===== config.mk =====
export PLATFORM = sky130hd
export DESIGN_NAME = ams_top
export DESIGN_NICKNAME = d
export VERILOG_FILES = /design/src/pkg/ams_pkg.sv /design/src/ams_id_rom.sv /design/src/ams_seq3.sv /design/src/ams_top.sv
export VERILOG_INCLUDE_DIRS = /design/src /design/src/pkg
export SDC_FILE = /design/constraint.sdc
export NUM_CORES = 1
export LEC_CHECK = 0
export BUFFER_PORTS_ARGS = -buffer_cell sky130_fd_sc_hd__buf_4
export CORE_UTILIZATION = 58
export CTS_CLUSTER_DIAMETER = 40
export DETAILED_ROUTE_END_ITERATION = 16
export MAX_ROUTING_LAYER = met4
export PLACE_DENSITY = 0.77
export SLEW_MARGIN = 20
export SYNTH_ARGS = -nofsm -noshare
export SYNTH_HDL_FRONTEND = slang
export SYNTH_HIERARCHICAL = 1
export SYNTH_SLANG_ARGS = --single-unit

===== constraint.sdc =====
create_clock -name pclk -period 3.1 [get_ports pclk]
set_input_delay 0.31 -clock pclk [delete_from_list [all_inputs] [get_ports pclk]]
set_output_delay 0.31 -clock pclk [all_outputs]
set_load 0.05 [all_outputs]

===== src/pkg/ams_defs.svh =====
// Constants for the automatic message sequencers: register map,
// field positions, reset values and fixed character codes.
// Assumes inclusion by bare name from any file that needs a number.
`ifndef AMS_DEFS_SVH
`define AMS_DEFS_SVH

// Register byte offsets
`define AMS_REG_CTRL 8'h00
`define AMS_REG_AUX 8'h04
`define AMS_REG_MSG 8'h08
`define AMS_REG_STAT 8'h0c

// Field positions
`define AMS_CTRL_END_LSB 0
`define AMS_MSG_IDX_LSB 0
`define AMS_MSG_CHR_LSB 8
`define AMS_AUX_C1_LSB 8
`define AMS_AUX_C2_LSB 16

// Reset values
`define AMS_END_RST 4'h4
`define AMS_AUX_RST 7'h20
`define AMS_FOX_IDLE 6'h3f
`define AMS_LINES_OFF 7'h7f

// Fixed calling string: C, Q, space
`define AMS_CALL_C0 7'h43
`define AMS_CALL_C1 7'h51
`define AMS_CALL_C2 7'h20

// Three-character counter end state
`define AMS_SEQ3_DONE 2'h3

`endif


===== src/pkg/ams_pkg.sv =====
// Types shared by the automatic message sequencers.
// Assumes nothing beyond a SystemVerilog compiler.
package ams_pkg;

	// Start keys, all active low as they come off the switches
	typedef struct packed {
		logic fox_n;
		logic identify_n;
		logic calling_n;
		logic aux_n;
	} ams_keys_n_t;

	// Which sequencer a start request is granted to
	typedef enum logic [2:0] {
		GR_NONE,
		GR_FOX,
		GR_ID,
		GR_CALL,
		GR_AUX
	} ams_grant_t;

	// Running indications seen by the buffer control
	typedef struct packed {
		logic fox_active;
		logic identifier_running;
		logic group_running;
		logic sequencer_busy;
		logic keyboard_inhibit;
	} ams_status_t;

endpackage


===== src/ams_id_rom.sv =====
// Identifier message store: sixteen seven-bit ASCII characters.
// Assumes one writer from the register bus; read data are registered.
`timescale 1ns/1ps

module ams_id_rom
#(
	parameter int DEPTH = 16,
	parameter int AW = 4,
	parameter int DW = 7
)
(
	input wire logic clk,
	input wire logic we,
	input wire logic [AW-1:0] waddr,
	input wire logic [DW-1:0] wdata,
	input wire logic [AW-1:0] raddr,
	output logic [DW-1:0] rdata
);

	logic [DW-1:0] mem [DEPTH];

	// ==========================================
	// Storage; no reset, software loads the message
	always_ff @(posedge clk)
	begin
		if (we)
			mem[waddr] <= wdata;
		rdata <= mem[raddr];
	end

endmodule // ams_id_rom


===== src/ams_seq3.sv =====
// One three-character sequencer: a two-bit position counter.
// Assumes start and step pulses from the same clock, start only when idle.
`timescale 1ns/1ps

module ams_seq3
(
	input wire logic pclk,
	input wire logic presetn,
	input wire logic start,
	input wire logic step,
	output logic [1:0] cnt,
	output logic running
);
	import ams_pkg::*;
	`include "ams_defs.svh"

	wire at_end = (cnt == `AMS_SEQ3_DONE);
	wire [1:0] next_cnt = start ? 2'h0 : (cnt + 2'h1);

	// ==========================================
	// Counter; stops in its fourth state so no more strobes count
	always_ff @(posedge pclk or negedge presetn)
	begin
		if (!presetn)
		begin
			cnt <= `AMS_SEQ3_DONE;
			running <= 1'b0;
		end
		else if (start)
		begin
			cnt <= next_cnt;
			running <= 1'b1;
		end
		else if (running && step && !at_end)
		begin
			cnt <= next_cnt;
			running <= (next_cnt != `AMS_SEQ3_DONE);
		end
	end
endmodule // ams_seq3


===== src/ams_top.sv =====
// Automatic message sequencers: fox test message control, station
// identifier and two three-character strings, with an APB register file.
// Assumes keys and mode select are asynchronous pins; the strobe from the
// buffer control and all APB signals are on pclk.
//
// Chosen here: the register offsets and the APB register port.
`timescale 1ns/1ps

module ams_top
#(
	parameter int FLUSH_DIV = 4,
	parameter int ID_DEPTH = 16
)
(
	input wire logic pclk,
	input wire logic presetn,
	input wire logic psel,
	input wire logic penable,
	input wire logic pwrite,
	input wire logic [7:0] paddr,
	input wire logic [31:0] pwdata,
	output logic [31:0] prdata,
	output logic pready,
	output logic pslverr,
	input wire ams_pkg::ams_keys_n_t keys_n,
	input wire logic morse_mode,
	input wire logic next_char_strobe,
	output logic [6:0] data_lines_n,
	output logic [15:0] id_select_n,
	output logic [7:0] fox_addr,
	output ams_pkg::ams_status_t status
);
	import ams_pkg::*;
	`include "ams_defs.svh"

	// ==========================================
	// Pin synchronisers: keys and mode select come from switches
	logic [4:0] pin_meta;
	logic [4:0] pin_sync;

	always_ff @(posedge pclk or negedge presetn)
	begin
		if (!presetn)
		begin
			pin_meta <= 5'h1e;
			pin_sync <= 5'h1e;
		end
		else
		begin
			pin_meta <= {keys_n, morse_mode};
			pin_sync <= pin_meta;
		end
	end

	wire fox_key = !pin_sync[4];
	wire id_key = !pin_sync[3];
	wire call_key = !pin_sync[2];
	wire aux_key = !pin_sync[1];
	wire morse_s = pin_sync[0];

	// ==========================================
	// Registers
	logic [3:0] id_end;
	logic [20:0] aux_chars;
	logic strobe_q;
	logic [5:0] fox_cnt;
	logic [3:0] id_cnt;
	logic id_running;
	logic [1:0] g_cnt [2];
	logic [1:0] g_run;
	logic [$clog2(FLUSH_DIV+1)-1:0] flush_div;
	logic [6:0] id_code;
	wire fox_at_idle = (fox_cnt == `AMS_FOX_IDLE);

	// ==========================================
	// APB decode; zero wait states, pready comes in the access cycle
	wire apb_setup = psel && !penable;
	wire apb_wr = psel && penable && pwrite && pready;
	wire hit_ctrl = (paddr == `AMS_REG_CTRL);
	wire hit_aux = (paddr == `AMS_REG_AUX);
	wire hit_msg = (paddr == `AMS_REG_MSG);
	wire hit_stat = (paddr == `AMS_REG_STAT);
	wire hit_any = hit_ctrl || hit_aux || hit_msg || hit_stat;
	wire msg_we = apb_wr && hit_msg;
	wire [3:0] msg_idx = pwdata[`AMS_MSG_IDX_LSB +: 4];
	wire [6:0] msg_chr = pwdata[`AMS_MSG_CHR_LSB +: 7];
	wire [31:0] stat_word = {14'h0000, fox_cnt, id_cnt, g_cnt[1],
		g_cnt[0], g_run, id_running, !fox_at_idle};
	wire [31:0] rd_mux = hit_ctrl ? {28'h0000000, id_end} :
		hit_aux ? {8'h00, 1'b0, aux_chars[20:14], 1'b0, aux_chars[13:7],
			1'b0, aux_chars[6:0]} :
		hit_stat ? stat_word : 32'h00000000;

	// Bus response registered in the setup cycle
	always_ff @(posedge pclk or negedge presetn)
	begin
		if (!presetn)
		begin
			pready <= 1'b0;
			pslverr <= 1'b0;
			prdata <= 32'h00000000;
		end
		else
		begin
			pready <= apb_setup;
			pslverr <= apb_setup && !hit_any;
			prdata <= (apb_setup && !pwrite) ? rd_mux : 32'h00000000;
		end
	end

	// Control registers; the end marker plays the jumper's part
	always_ff @(posedge pclk or negedge presetn)
	begin
		if (!presetn)
		begin
			id_end <= `AMS_END_RST;
			aux_chars <= {`AMS_AUX_RST, `AMS_AUX_RST, `AMS_AUX_RST};
		end
		else if (apb_wr && hit_ctrl)
			id_end <= pwdata[`AMS_CTRL_END_LSB +: 4];
		else if (apb_wr && hit_aux)
			aux_chars <= {pwdata[`AMS_AUX_C2_LSB +: 7],
				pwdata[`AMS_AUX_C1_LSB +: 7], pwdata[6:0]};
	end

	// ==========================================
	// Start arbitration; one grant per cycle keeps sequencers exclusive
	wire busy_any = !fox_at_idle || id_running || (|g_run);
	wire fox_req = fox_key && !morse_s;
	wire ams_grant_t grant = busy_any ? GR_NONE :
		fox_req ? GR_FOX :
		id_key ? GR_ID :
		call_key ? GR_CALL :
		aux_key ? GR_AUX : GR_NONE;
	wire fox_go = (grant == GR_FOX);
	wire id_go = (grant == GR_ID);
	wire [1:0] g_go = {grant == GR_AUX, grant == GR_CALL};

	// Strobe counted once per pulse; it spans two base periods
	wire step = next_char_strobe && !strobe_q && busy_any;
	wire flush_tick = (flush_div == 0);
	wire fox_flush = !fox_at_idle && morse_s && flush_tick;
	wire fox_step = !fox_at_idle && !morse_s && step;
	wire id_at_end = (id_cnt == id_end);

	// ==========================================
	// Fast flush divider and strobe edge history
	always_ff @(posedge pclk or negedge presetn)
	begin
		if (!presetn)
		begin
			flush_div <= '0;
			strobe_q <= 1'b0;
		end
		else
		begin
			flush_div <= flush_tick ? FLUSH_DIV[$bits(flush_div)-1:0] - 1'b1 :
				flush_div - 1'b1;
			strobe_q <= next_char_strobe;
		end
	end

	// Fox counter: all ones is idle, so a wild power-up state is flushed
	always_ff @(posedge pclk or negedge presetn)
	begin
		if (!presetn)
			fox_cnt <= `AMS_FOX_IDLE;
		else if (fox_go)
			fox_cnt <= 6'h00;
		else if (fox_step || fox_flush)
			fox_cnt <= fox_cnt + 6'h01;
	end

	// Identifier counter and running flag
	always_ff @(posedge pclk or negedge presetn)
	begin
		if (!presetn)
		begin
			id_cnt <= 4'h0;
			id_running <= 1'b0;
		end
		else if (id_go)
		begin
			id_cnt <= 4'h0;
			id_running <= 1'b1;
		end
		else if (id_running && id_at_end)
			id_running <= 1'b0;
		else if (id_running && step)
			id_cnt <= id_cnt + 4'h1;
	end

	// ==========================================
	// Two three-character sequencers
	generate
		for (genvar g = 0; g < 2; g++)
		begin : g_seq
			ams_seq3 u_seq
			(
				.pclk(pclk),
				.presetn(presetn),
				.start(g_go[g]),
				.step(step),
				.cnt(g_cnt[g]),
				.running(g_run[g])
			);
		end
	endgenerate

	// Start reads slot zero at once, so no stale code from the last run
	// reaches the lines while the counter is being cleared
	wire [3:0] id_raddr = id_go ? 4'h0 : id_cnt;

	// Identifier message; one cycle of read latency before the lines
	ams_id_rom #(.DEPTH(ID_DEPTH)) u_rom
	(
		.clk(pclk),
		.we(msg_we),
		.waddr(msg_idx),
		.wdata(msg_chr),
		.raddr(id_raddr),
		.rdata(id_code)
	);

	// ==========================================
	// Character matrices for the group sequencers
	wire [6:0] call_chr = (g_cnt[0] == 2'h0) ? `AMS_CALL_C0 :
		(g_cnt[0] == 2'h1) ? `AMS_CALL_C1 : `AMS_CALL_C2;
	wire [6:0] aux_chr = aux_chars[7*g_cnt[1] +: 7];
	wire [6:0] grp_chr = g_run[0] ? call_chr : aux_chr;
	wire drive = id_running || (|g_run);
	wire [6:0] code = id_running ? id_code : grp_chr;
	wire [15:0] sel_onehot = 16'h0001 << id_cnt;
	wire [7:0] fox_a = {fox_cnt[5], 2'b00, fox_cnt[4:0]};

	// Output stage; negative-true lines released high when idle
	always_ff @(posedge pclk or negedge presetn)
	begin
		if (!presetn)
		begin
			data_lines_n <= `AMS_LINES_OFF;
			id_select_n <= 16'hffff;
			fox_addr <= 8'h00;
			status <= '0;
		end
		else
		begin
			data_lines_n <= drive ? ~code : `AMS_LINES_OFF;
			id_select_n <= id_running ? ~sel_onehot : 16'hffff;
			fox_addr <= fox_at_idle ? 8'h00 : fox_a;
			status.fox_active <= !fox_at_idle;
			status.identifier_running <= id_running;
			status.group_running <= |g_run;
			status.sequencer_busy <= busy_any;
			status.keyboard_inhibit <= busy_any;
		end
	end
endmodule // ams_top


* Word level (Yosys, flattened, before mapping)
Memories as Yosys holds them, arrays and structs flattened. A register that Yosys moved wholly into a read port is not among the register bits.
Cells that the tools add are included.
** Cells by class
- Shifts and indexed selects :: 2
- Muxes and demuxes :: 37
- Reductions and logical operators :: 49
- Bitwise operators :: 3
- Add/subtract/negate cells :: 5
- Multiply operators :: 1
- Eq/ne operators :: 15
** Operator list (number)
- 23-bit two-way mux :: 3
- 7-bit two-way mux :: 5
- 1-bit logical AND :: 22
- 21-bit by 6-bit indexed part select with 7-bit output :: 1
- 18-bit two-way mux :: 1
- 3-bit two-way mux :: 6
- 8-bit by 4-bit == test with 1-bit output (second input constant) :: 2
- 16-bit two-way mux :: 1
- 4-bit two-way mux :: 4
- 16-bit inverter :: 1
- 1-bit by 4-bit << shifter with 16-bit output (first input constant) :: 1
- 2-bit two-way mux :: 6
- 6-bit two-way mux :: 2
- 2-bit nonzero test :: 5
- 1-bit logical NOT :: 9
- 8-bit by 3-bit == test with 1-bit output (second input constant) :: 1
- 8-bit logical NOT :: 1
- 1-bit two-way mux :: 8
- 8-bit two-way mux :: 1
- 1-bit logical OR :: 7
- 7-bit inverter :: 1
- 6-bit by 1-bit adder with 6-bit output (second input constant) :: 1
- 3-bit by 2-bit == test with 1-bit output (second input constant) :: 2
- 6-bit == test (second input constant) :: 1
- 15 further kinds :: 20
** Word-level totals
- Bits in writable memories :: 112
- Input bits :: 51
- Memories kept :: 1
- Word-level logic and storage cells :: 136
- Output and inout port bits :: 70
- Flip-flop bits (word level) :: 116
** Memories
- u_rom.mem :: depth 16, bits a word 7, read ports 1, clocked after memory_dff 1, wr ports 1, RTL line ams_id_rom.sv:20 : logic [DW-1:0] mem [DEPTH];

* Longest topological paths before layout
Gate-level depths: netlist of the first run.
- Depth after elaboration :: 10
- Depth in mapped cells :: 9
- Gate-level depth less buffers :: 7

* Hierarchy
The synthesis of the first run kept the hierarchy.
** Modules (own cells, without submodules)
- ams_top :: instances 1, area each 4689.5 µm², cells each 372, sequential area each 2753.9 µm²
- ams_id_rom :: instances 1, area each 4530.6 µm², cells each 203, sequential area each 3503.4 µm²
- ams_seq3 :: instances 2, area each 167.7 µm², cells each 13, sequential area each 77.6 µm²

* Least setup slack after synthesis of the first run
Ideal clock, no wire load.
- Path type :: reg2reg
- Start :: register pready
- End :: memory u_rom.mem[0][0] (enable)
- Data required time :: 2.720 ns
- Buffers on the path :: 0
- Cell stages (with the launch flop) :: 6
- Setup time :: 0.380 ns
- Path slack :: 0.384 ns
- Clock period less this slack :: 2.716 ns
- Data arrival time :: 2.336 ns
- Path through :: dfrtp_1 -> and4_1 -> nand3_1 -> nor3b_1 -> or3b_2 -> nor3_1
** Between the ends
- Word-level cells in the longest chain between the ends :: 4
** RTL lines
- from (decl) :: RTL line ams_top.sv:23 : output logic pready,
- from (signal assigned) :: RTL line ams_top.sv:105 : pready <= apb_setup;
- 1-bit logical AND :: RTL line ams_top.sv:78 : wire apb_wr = psel && penable && pwrite && pready;
- 1-bit logical AND :: RTL line ams_top.sv:84 : wire msg_we = apb_wr && hit_msg;
- via msg_we :: RTL line ams_top.sv:84
- 1-bit two-way mux :: RTL line ams_id_rom.sv:26 : if (we)
- 1-bit two-way mux (implied by the code) :: RTL line ams_id_rom.sv:27 : mem[waddr] <= wdata;
- to (decl) :: RTL line ams_id_rom.sv:20
The timed path passes the listed nets, and every way through them passes these cells.

* Worst setup path after layout of the first run
- Start :: register fox_cnt[0]
- End :: register u_rom.rdata[1] (read register of u_rom.mem)
** Between the ends
- Word-level cells in the longest chain between the ends :: 7
** RTL lines
- from (decl) :: RTL line ams_top.sv:66 : logic [5:0] fox_cnt;
- from (signal assigned) :: RTL line ams_top.sv:167 : fox_cnt <= `AMS_FOX_IDLE;
- from (signal assigned) :: RTL line ams_top.sv:171 : fox_cnt <= fox_cnt + 6'h01;
- 6-bit == test (no line)
- 1-bit logical NOT :: RTL line ams_top.sv:128 : wire busy_any = !fox_at_idle || id_running || (|g_run);
- 1-bit logical OR (2 in a row) :: RTL line ams_top.sv:128
- 3-bit two-way mux :: RTL line ams_top.sv:130 : wire ams_grant_t grant = busy_any ? GR_NONE :
- 3-bit by 2-bit == test with 1-bit output :: RTL line ams_top.sv:136 : wire id_go = (grant == GR_ID);
- 4-bit two-way mux :: RTL line ams_top.sv:212 : wire [3:0] id_raddr = id_go ? 4'h0 : id_cnt;
- via id_raddr[0] :: RTL line ams_top.sv:212
- to (decl) :: RTL line ams_id_rom.sv:17 : output logic [DW-1:0] rdata
The timed path passes the listed nets, and every way through them passes these cells.
A chain may end at the register's enable or synchronous reset.

==> reports/metrics.cfg, run 1 <==
[outcome]
status=complete, no violations

[logic_synthesis]
synth_warnings=6
synthCells=601
async_reset_ff_share_pct=48.93
synth_top_area_share_pct=35.20
synth_flop_cell=edfxtp_1
syn_avg_cell_area_sq_um=15.90
synth_cell_type_count=61
synth_area_leader_cell=edfxtp_1
syn_area_sq_um=9555
synthTopCellsByArea=edfxtp_1, dfrtp_1, dfstp_2
seq_area_frac_synth_pct=67.11
ys_ff_latch=233
synth_edf_count=112

[detailed_routing]
routedWlPerCell_microns=20.10
vias=5642
dr.pass1.iters=5
ant_nets=0
drtIter0Drc=389
drt-total-wl_microns=19800
post-route-drc-count=0
via_per_inst=5.728

[cts]
ctsResizeCount=0
cts.htree.levels=1
clock_latency_ps=530
numCtsBuffers=31
postCtsSetupBuffers=0
cts_sinks=233
cts_tree=built
cts_root_buf=clkbuf_16
cts.path.max_buffers=3
cts-hold-fix-buffers=9
clkTransAtPathRegs_ps=50

[final_layout]
drive_above_1_share_pct=38.75
post-route-util_pct=73.50
antennaDiodeCount=0
n_fill_cell=980
final_nets=808
layout-area-overhead-vs-synth_pct=23.07

[critical_path]
worstSetupEndpoint=u_rom/rdata[1]$_DFF_P_
crit_start=fox_cnt[0]$_DFFE_PN1P_
r2r_end=u_rom/rdata[1]$_DFF_P_
r2r-start=fox_cnt[0]$_DFFE_PN1P_
required_ps=3510
crit_type=reg2reg
critical_path.endpoint_type=flip-flop
r2r_slack_ps=330
path_max_fanout=29
reg2reg_depth=8
startpoint_type=flip-flop
crit_arrival_ps=3170

[sta]
final_hold_viol_count=0
fin_crit_ps=2765
grt_setup_unrepaired=no
finalSetupTns_ps=0
worstMarginPinSlew_ps=625.4
maxSlewViolCount=0
setup_viol=0
finalCritPeriodShare_pct=89.20
clock.fmax_mhz=361.6
finalClockSkew_ps=7.996
maxSlewHeadroom_pct=58.15
worst_slack_ps=334.8

[floorplanning]
ioPinCount=121
dieArea_sq_um=16990
floorplan.initialDensity_pct=59.72
coreArea_sq_um=16000
fp-row-count=46
dieHeight_microns=130.4
die_x_microns=130.4

[global_routing]
grt-ovfl-total=0
grt_pass1_vias=5609
antenna_found_initial=0
grt_pass1_wl_microns=30780
grt_max_degree=79
grt_usage_pct=25.28

[pwr]
leakage_nw=4.652
powerDensity_nw_per_um2=658.4
max-vdd-ir-drop_mv=0.5143

[worst_hold_path]
hold_depth=2
hold_path_class=in2reg

[job]
max-cap-violations=0

[place]
dp_slack_ps=347.4
portBuffers=98
routabilityCongestion=0.8410
place_hpwl_microns=12730

==> registers in the layout, summed over array words and instances, names as in the netlist <==
name                 cells
aux_chars               21
data_lines_n             7
flush_div                3
fox_addr                 6
fox_cnt                  6
g_seq.u_seq/cnt          4
g_seq.u_seq/running      2
id_cnt                   4
id_end                   4
id_running               1
id_select_n             16
pin_meta                 5
pin_sync                 5
prdata                  23
pready                   1
pslverr                  1
status                   4
strobe_q                 1
u_rom/mem              112
u_rom/rdata              7
==> worst max-delay path, cell delays in order, from the launching register on <==
cell and delay, ps:
dfstp_2 580, ha_1 210, nand2_1 170, nor4_4 510, nor2_2 100, buf_12 200
mux4_1 490, a22oi_1 290, nand2_1 80
==> Yosys cell counts (9+ instances only) <==
cell / count
a22oi_1: 21
a22oi_2: 10
and2_1: 9
buf_4: 15
dfrtp_1: 69
dfstp_2: 45
edfxtp_1: 112
ha_1: 12
inv_1: 13
mux2_2: 24
mux2i_1: 15
mux4_1: 17
mux4_2: 11
nand2_1: 18
nand2b_1: 10
nand3_1: 18
nor2_1: 42
nor2_2: 10
nor2b_1: 12
nor3_1: 9
o21ai_0: 10
==> layer usage <==
layer	GRT usage, %	share of wire (%)
met1	33.63	44
met2	40.30	48
met3	3.485	4.7
met4	9.060	3.1
met5	-	0
==> how the worst min path moves through the flow <==
stage                                from                   endpoint  slack, ps
floorplan                         presetn   aux_chars[0]$_DFFE_PN0P_         10
global placement    pin_meta[0]$_DFF_PN0_      pin_sync[0]$_DFF_PN0_        340
detailed placement  pin_meta[0]$_DFF_PN0_      pin_sync[0]$_DFF_PN0_        350
CTS                            pwdata[18]  aux_chars[16]$_DFFE_PN0P_          5
global route                   pwdata[17]  aux_chars[15]$_DFFE_PN0P_         10
finish                         pwdata[18]  aux_chars[16]$_DFFE_PN0P_         10
==> kinds of logic (layout without fill, tap and decap cells) <==
family,after synthesis,in the layout,synth area share [%]
xor+xnor,5,5,0.4583
compound gates,67,67,5.487
fa+ha+maj,12,12,1.571
buf+inv,48,206,3.012
other cells,1,11,0.03924
mux,73,73,12.61
simple gates,162,162,9.716
flops,233,233,67.11
==> power by group <==
group,internal [W],switching (W)
combinational,0.000258,0.000478
sequential,0.00341,0.000139
clock,0.00216,0.00130
total,0.00583,0.00191
==> placed cells by master (no fill, tap or decap), types with 10 or more instances in the layout <==
cell type    n
edfxtp_1   112
dfstp_2     45
ha_1        12
dfrtp_1     69
inv_1       13
nand2b_1    10
nor2_2      13
mux2_2      24
a22oi_2     10
nor2_1      39
mux2i_1     15
nand2_1     18
nand3_1     18
clkbuf_16   32
conb_1      11
buf_4      123
nor2b_1     12
mux4_2      11
a22oi_1     21
mux4_1      17
o21ai_0     10
==> cell type report <==
type / count / area (sq um) / share of cell area (%)
Clock buffer: 43 / 882.1 / 7.501
Clock inverter: 14 / 147.6 / 1.255
Inverter: 13 / 48.80 / 0.4149
Multi-Input combinational cell: 330 / 2905 / 24.70
Sequential cell: 233 / 6412 / 54.53
Tap cell: 216 / 270.3 / 2.298
Timing Repair Buffer: 136 / 1094 / 9.299
==> per-stage QoR <==
| stage | hold slack (ps) | cell area [sq um] | cells | total power, W |
|---|---|---|---|---|
| 2_1_floorplan | 14.41 | 9593 | 611 | 0.004041 |
| 3_3_place_gp | 335.3 | 10620 | 918 | 0.004279 |
| 3_5_place_dp | 348.3 | 10620 | 918 | 0.004306 |
| 4_1_cts | 4.674 | 11740 | 984 | 0.007775 |
| 5_1_grt | 14.28 | 11760 | 985 | 0.007984 |
| 6_report | 14.62 | 11760 | 985 | 0.007743 |
(Power assumes the default switching activity.)
==> run 2, diff against run 1 <==
--- a/config.mk
+++ b/config.mk
@@ -7,11 +7,11 @@
 export NUM_CORES = 1
 export LEC_CHECK = 0
 export BUFFER_PORTS_ARGS = -buffer_cell sky130_fd_sc_hd__buf_4
-export CORE_UTILIZATION = 58
+export CORE_UTILIZATION = 40
 export CTS_CLUSTER_DIAMETER = 40
 export DETAILED_ROUTE_END_ITERATION = 16
 export MAX_ROUTING_LAYER = met4
-export PLACE_DENSITY = 0.77
+export PLACE_DENSITY = 0.56
 export SLEW_MARGIN = 20
 export SYNTH_ARGS = -nofsm -noshare
 export SYNTH_HDL_FRONTEND = slang
==> run 2 against run 1 <==
  * Setup slack better by 33 ps
  * Sequential power is essentially flat
  * Maximum frequency rose by 1.2%
  * Die area rose by 44%
  * Critical endpoint is now u_rom/rdata[5]$_DFF_P_
  * Critical path type unchanged
  * Sequential share of layout area fell by 1.3 points
  * Global-route usage decreased by 7.1 points
  * Final cell count is 11% higher
  * Total power rose by 5.8%
  * Routed wire length is 4.8% higher
  * Critical path depth up 1
  * Clock-buffer cell count stayed put
  * Utilization is 22 points lower
==> reports/metrics.cfg, run 2 (synthesized netlist as in run 1, its figures left out) <==
[final_layout]
largest_reg_flops=112  ; unchanged
top_register=u_rom/mem
final_common_cell=buf_4
n_fill_cell=1957  ; +100%
final_cell_mix=buf_4, edfxtp_1, dfrtp_1, dfstp_2, nor2_1
layout-area-overhead-vs-synth_pct=26.12
post-route-cell-area_sq_um=12050  ; +2.5%
drive_above_1_share_pct=39.33  ; +0.58 points
final_nets=814  ; +0.74%
fin_cells=1097  ; +11%
largest_registers=u_rom/mem x112, prdata x23, aux_chars x21
antennaDiodeCount=0  ; unchanged

[pwr]
p_total_w=0.008191  ; +5.8%
powerDensity_nw_per_um2=679.6  ; +3.2%
leakage_nw=4.726  ; +1.6%
max-vdd-ir-drop_mv=0.4527  ; -12%

[sta]
maxSlewHeadroom_pct=49.19  ; -9.0 points
finalCritPeriodShare_pct=88.15  ; -1.0 points
finalClockSkew_ps=26.06  ; +18.07 ps
worstMarginPinSlew_ps=762.2  ; +136.7 ps
hold_slack_ps=35.43  ; +20.81 ps
clock.fmax_mhz=365.9  ; +1.2%
fin_crit_ps=2733  ; -32.50 ps
grt_setup_unrepaired=no
finalSetupTns_ps=0  ; unchanged
maxSlewViolCount=0  ; unchanged
final_hold_viol_count=0  ; unchanged
setup_viol=0  ; unchanged

[critical_path]
critical_path.endpoint_type=flip-flop
max_stage_delay_ps=580  ; about the same
crit_arrival_ps=3090  ; -80 ps
crit_type=reg2reg
required_ps=3460  ; -50 ps
crit_top_cell=nand2_1
path_max_fanout=29  ; unchanged
worstPathCellList=ha_1 -> nand2_1 -> nor4_4 -> buf_4 -> nor2_2 -> buf_12 -> mux4_2 -> a22oi_1 -> nand2_1
startpoint_type=flip-flop
slowest_stage=dfstp_2

[detailed_routing]
dr.pass1.iters=4  ; -1
vias=5521  ; -2.1%
drtIter0Drc=241  ; -38%
drt-total-wl_microns=20750  ; +4.8%
post-route-drc-count=0  ; unchanged
ant_nets=0  ; unchanged
routedWlPerCell_microns=18.91  ; -5.9%
via_per_inst=5.033  ; -12%

[cts]
clkTransAtPathRegs_ps=60  ; about the same
numCtsBuffers=36  ; +16%
ctsResizeCount=0  ; unchanged
clock_latency_ps=510  ; -20 ps
cts_sinks=233  ; unchanged
cts_tree=built
cts.htree.levels=2  ; +1
cts_root_buf=clkbuf_16
cts.path.max_buffers=3  ; unchanged

[place]
portBuffers=98  ; unchanged
routabilityCongestion=0.8153  ; -3.1%
place_hpwl_microns=13970  ; +9.7%
dp_cells=1024  ; +12%
dpl-instance-area_sq_um=10770  ; +1.4%

[floorplanning]
dieArea_sq_um=24510  ; +44%
fp-row-count=56  ; +22%
floorplan.initialDensity_pct=40.71  ; -19 points
ioPinCount=121  ; unchanged
coreArea_sq_um=23470  ; +47%
die_x_microns=156.6  ; +20%
dieHeight_microns=156.6  ; +20%

[global_routing]
grt-ovfl-total=0  ; unchanged
antenna_found_initial=0  ; unchanged
grt_max_degree=61  ; -23%
grt_pass1_wl_microns=32520  ; +5.6%
grt_usage_pct=18.21  ; -7.1 points
grt_pass1_vias=5677  ; +1.2%

[worst_hold_path]
hold_path_class=in2reg

[job]
max-cap-violations=0  ; unchanged

[outcome]
status=complete, no violations

run 2: changes by cell type in the layout (fill, tap and decap cells not counted), sizes merged:
cell | before | now
dlygate4sd3 | 9 | 8
clkinvlp | 1 | 2
bufinv | 2 | 3
clkinv | 6 | 12
buf | 127 | 129
run 2: cell type report:
| cell class | count | area (sq um) | share of cell area (%) |
|---|---|---|---|
| Clock buffer | 43 | 967.2 | 8.025 |
| Inverter | 13 | 48.80 | 0.4049 |
| Clock inverter | 22 | 235.2 | 1.952 |
| Tap cell | 319 | 399.1 | 3.312 |
| Timing Repair Buffer | 137 | 1086 | 9.012 |
| Multi-Input combinational cell | 330 | 2903 | 24.09 |
| Sequential cell | 233 | 6412 | 53.21 |
run 2: final timing paths:
check	start	end	slack, ps	cells after the start
worst max-delay path	fox_cnt[0]$_DFFE_PN1P_	u_rom/rdata[5]$_DFF_P_	370	9
worst min-delay path	pwdata[20]	aux_chars[18]$_DFFE_PN0P_	40	2
worst max register to register	fox_cnt[0]$_DFFE_PN1P_	u_rom/rdata[5]$_DFF_P_	370	9
worst min register to register	pin_meta[2]$_DFF_PN1_	pin_sync[2]$_DFF_PN1_	330	0
max in group asynchronous	presetn	id_select_n[1]$_DFF_PN1_	1870	3
min in group asynchronous	presetn	prdata[16]$_DFF_PN0_	420	2
run 2: report_power, final:
group	internal, W	total (W)	leakage [nW]	switching, W
registers	0.00341	0.00354	2.46	0.000133
clock network	0.00251	0.00392	0.582	0.00142
logic	0.000257	0.000727	1.69	0.000470
total	0.00617	0.00819	4.73	0.00202
run 2: critical path, delay by kind of cell (launching register included):
kind / cells / cell delay (ps)
muxes: 1 / 330
buffers and inverters: 2 / 380
AOI/OAI and AO/OA: 1 / 290
and+or+nand+nor: 4 / 750
adders and majority gates: 1 / 210
DFF: 1 / 580
run 2: stage by stage:
step | setup slack [ps] | utilization [%]
floorplan | 384.2 | -
global placement | 373.5 | 45.88
detailed placement | 365.9 | 45.88
CTS | 322.2 | 51.34
global route | 249.5 | 51.34
finish | 367.3 | 51.34
run 2: routing by layer:
metal / global-route usage, % / vias up / share of wire, %
met5: - / - / 0
met4: 5.042 / 0 / 1.5
met3: 3.572 / 29 / 4.9
met2: 28.66 / 160 / 47
li1: - / 2563 / -
met1: 24.09 / 2769 / 46
run 2: repair_timing:
item                                   4_1_cts  5_1_grt
endpoints found under the hold margin       43        0
hold buffers                                 8        0
setup buffers                                0        0
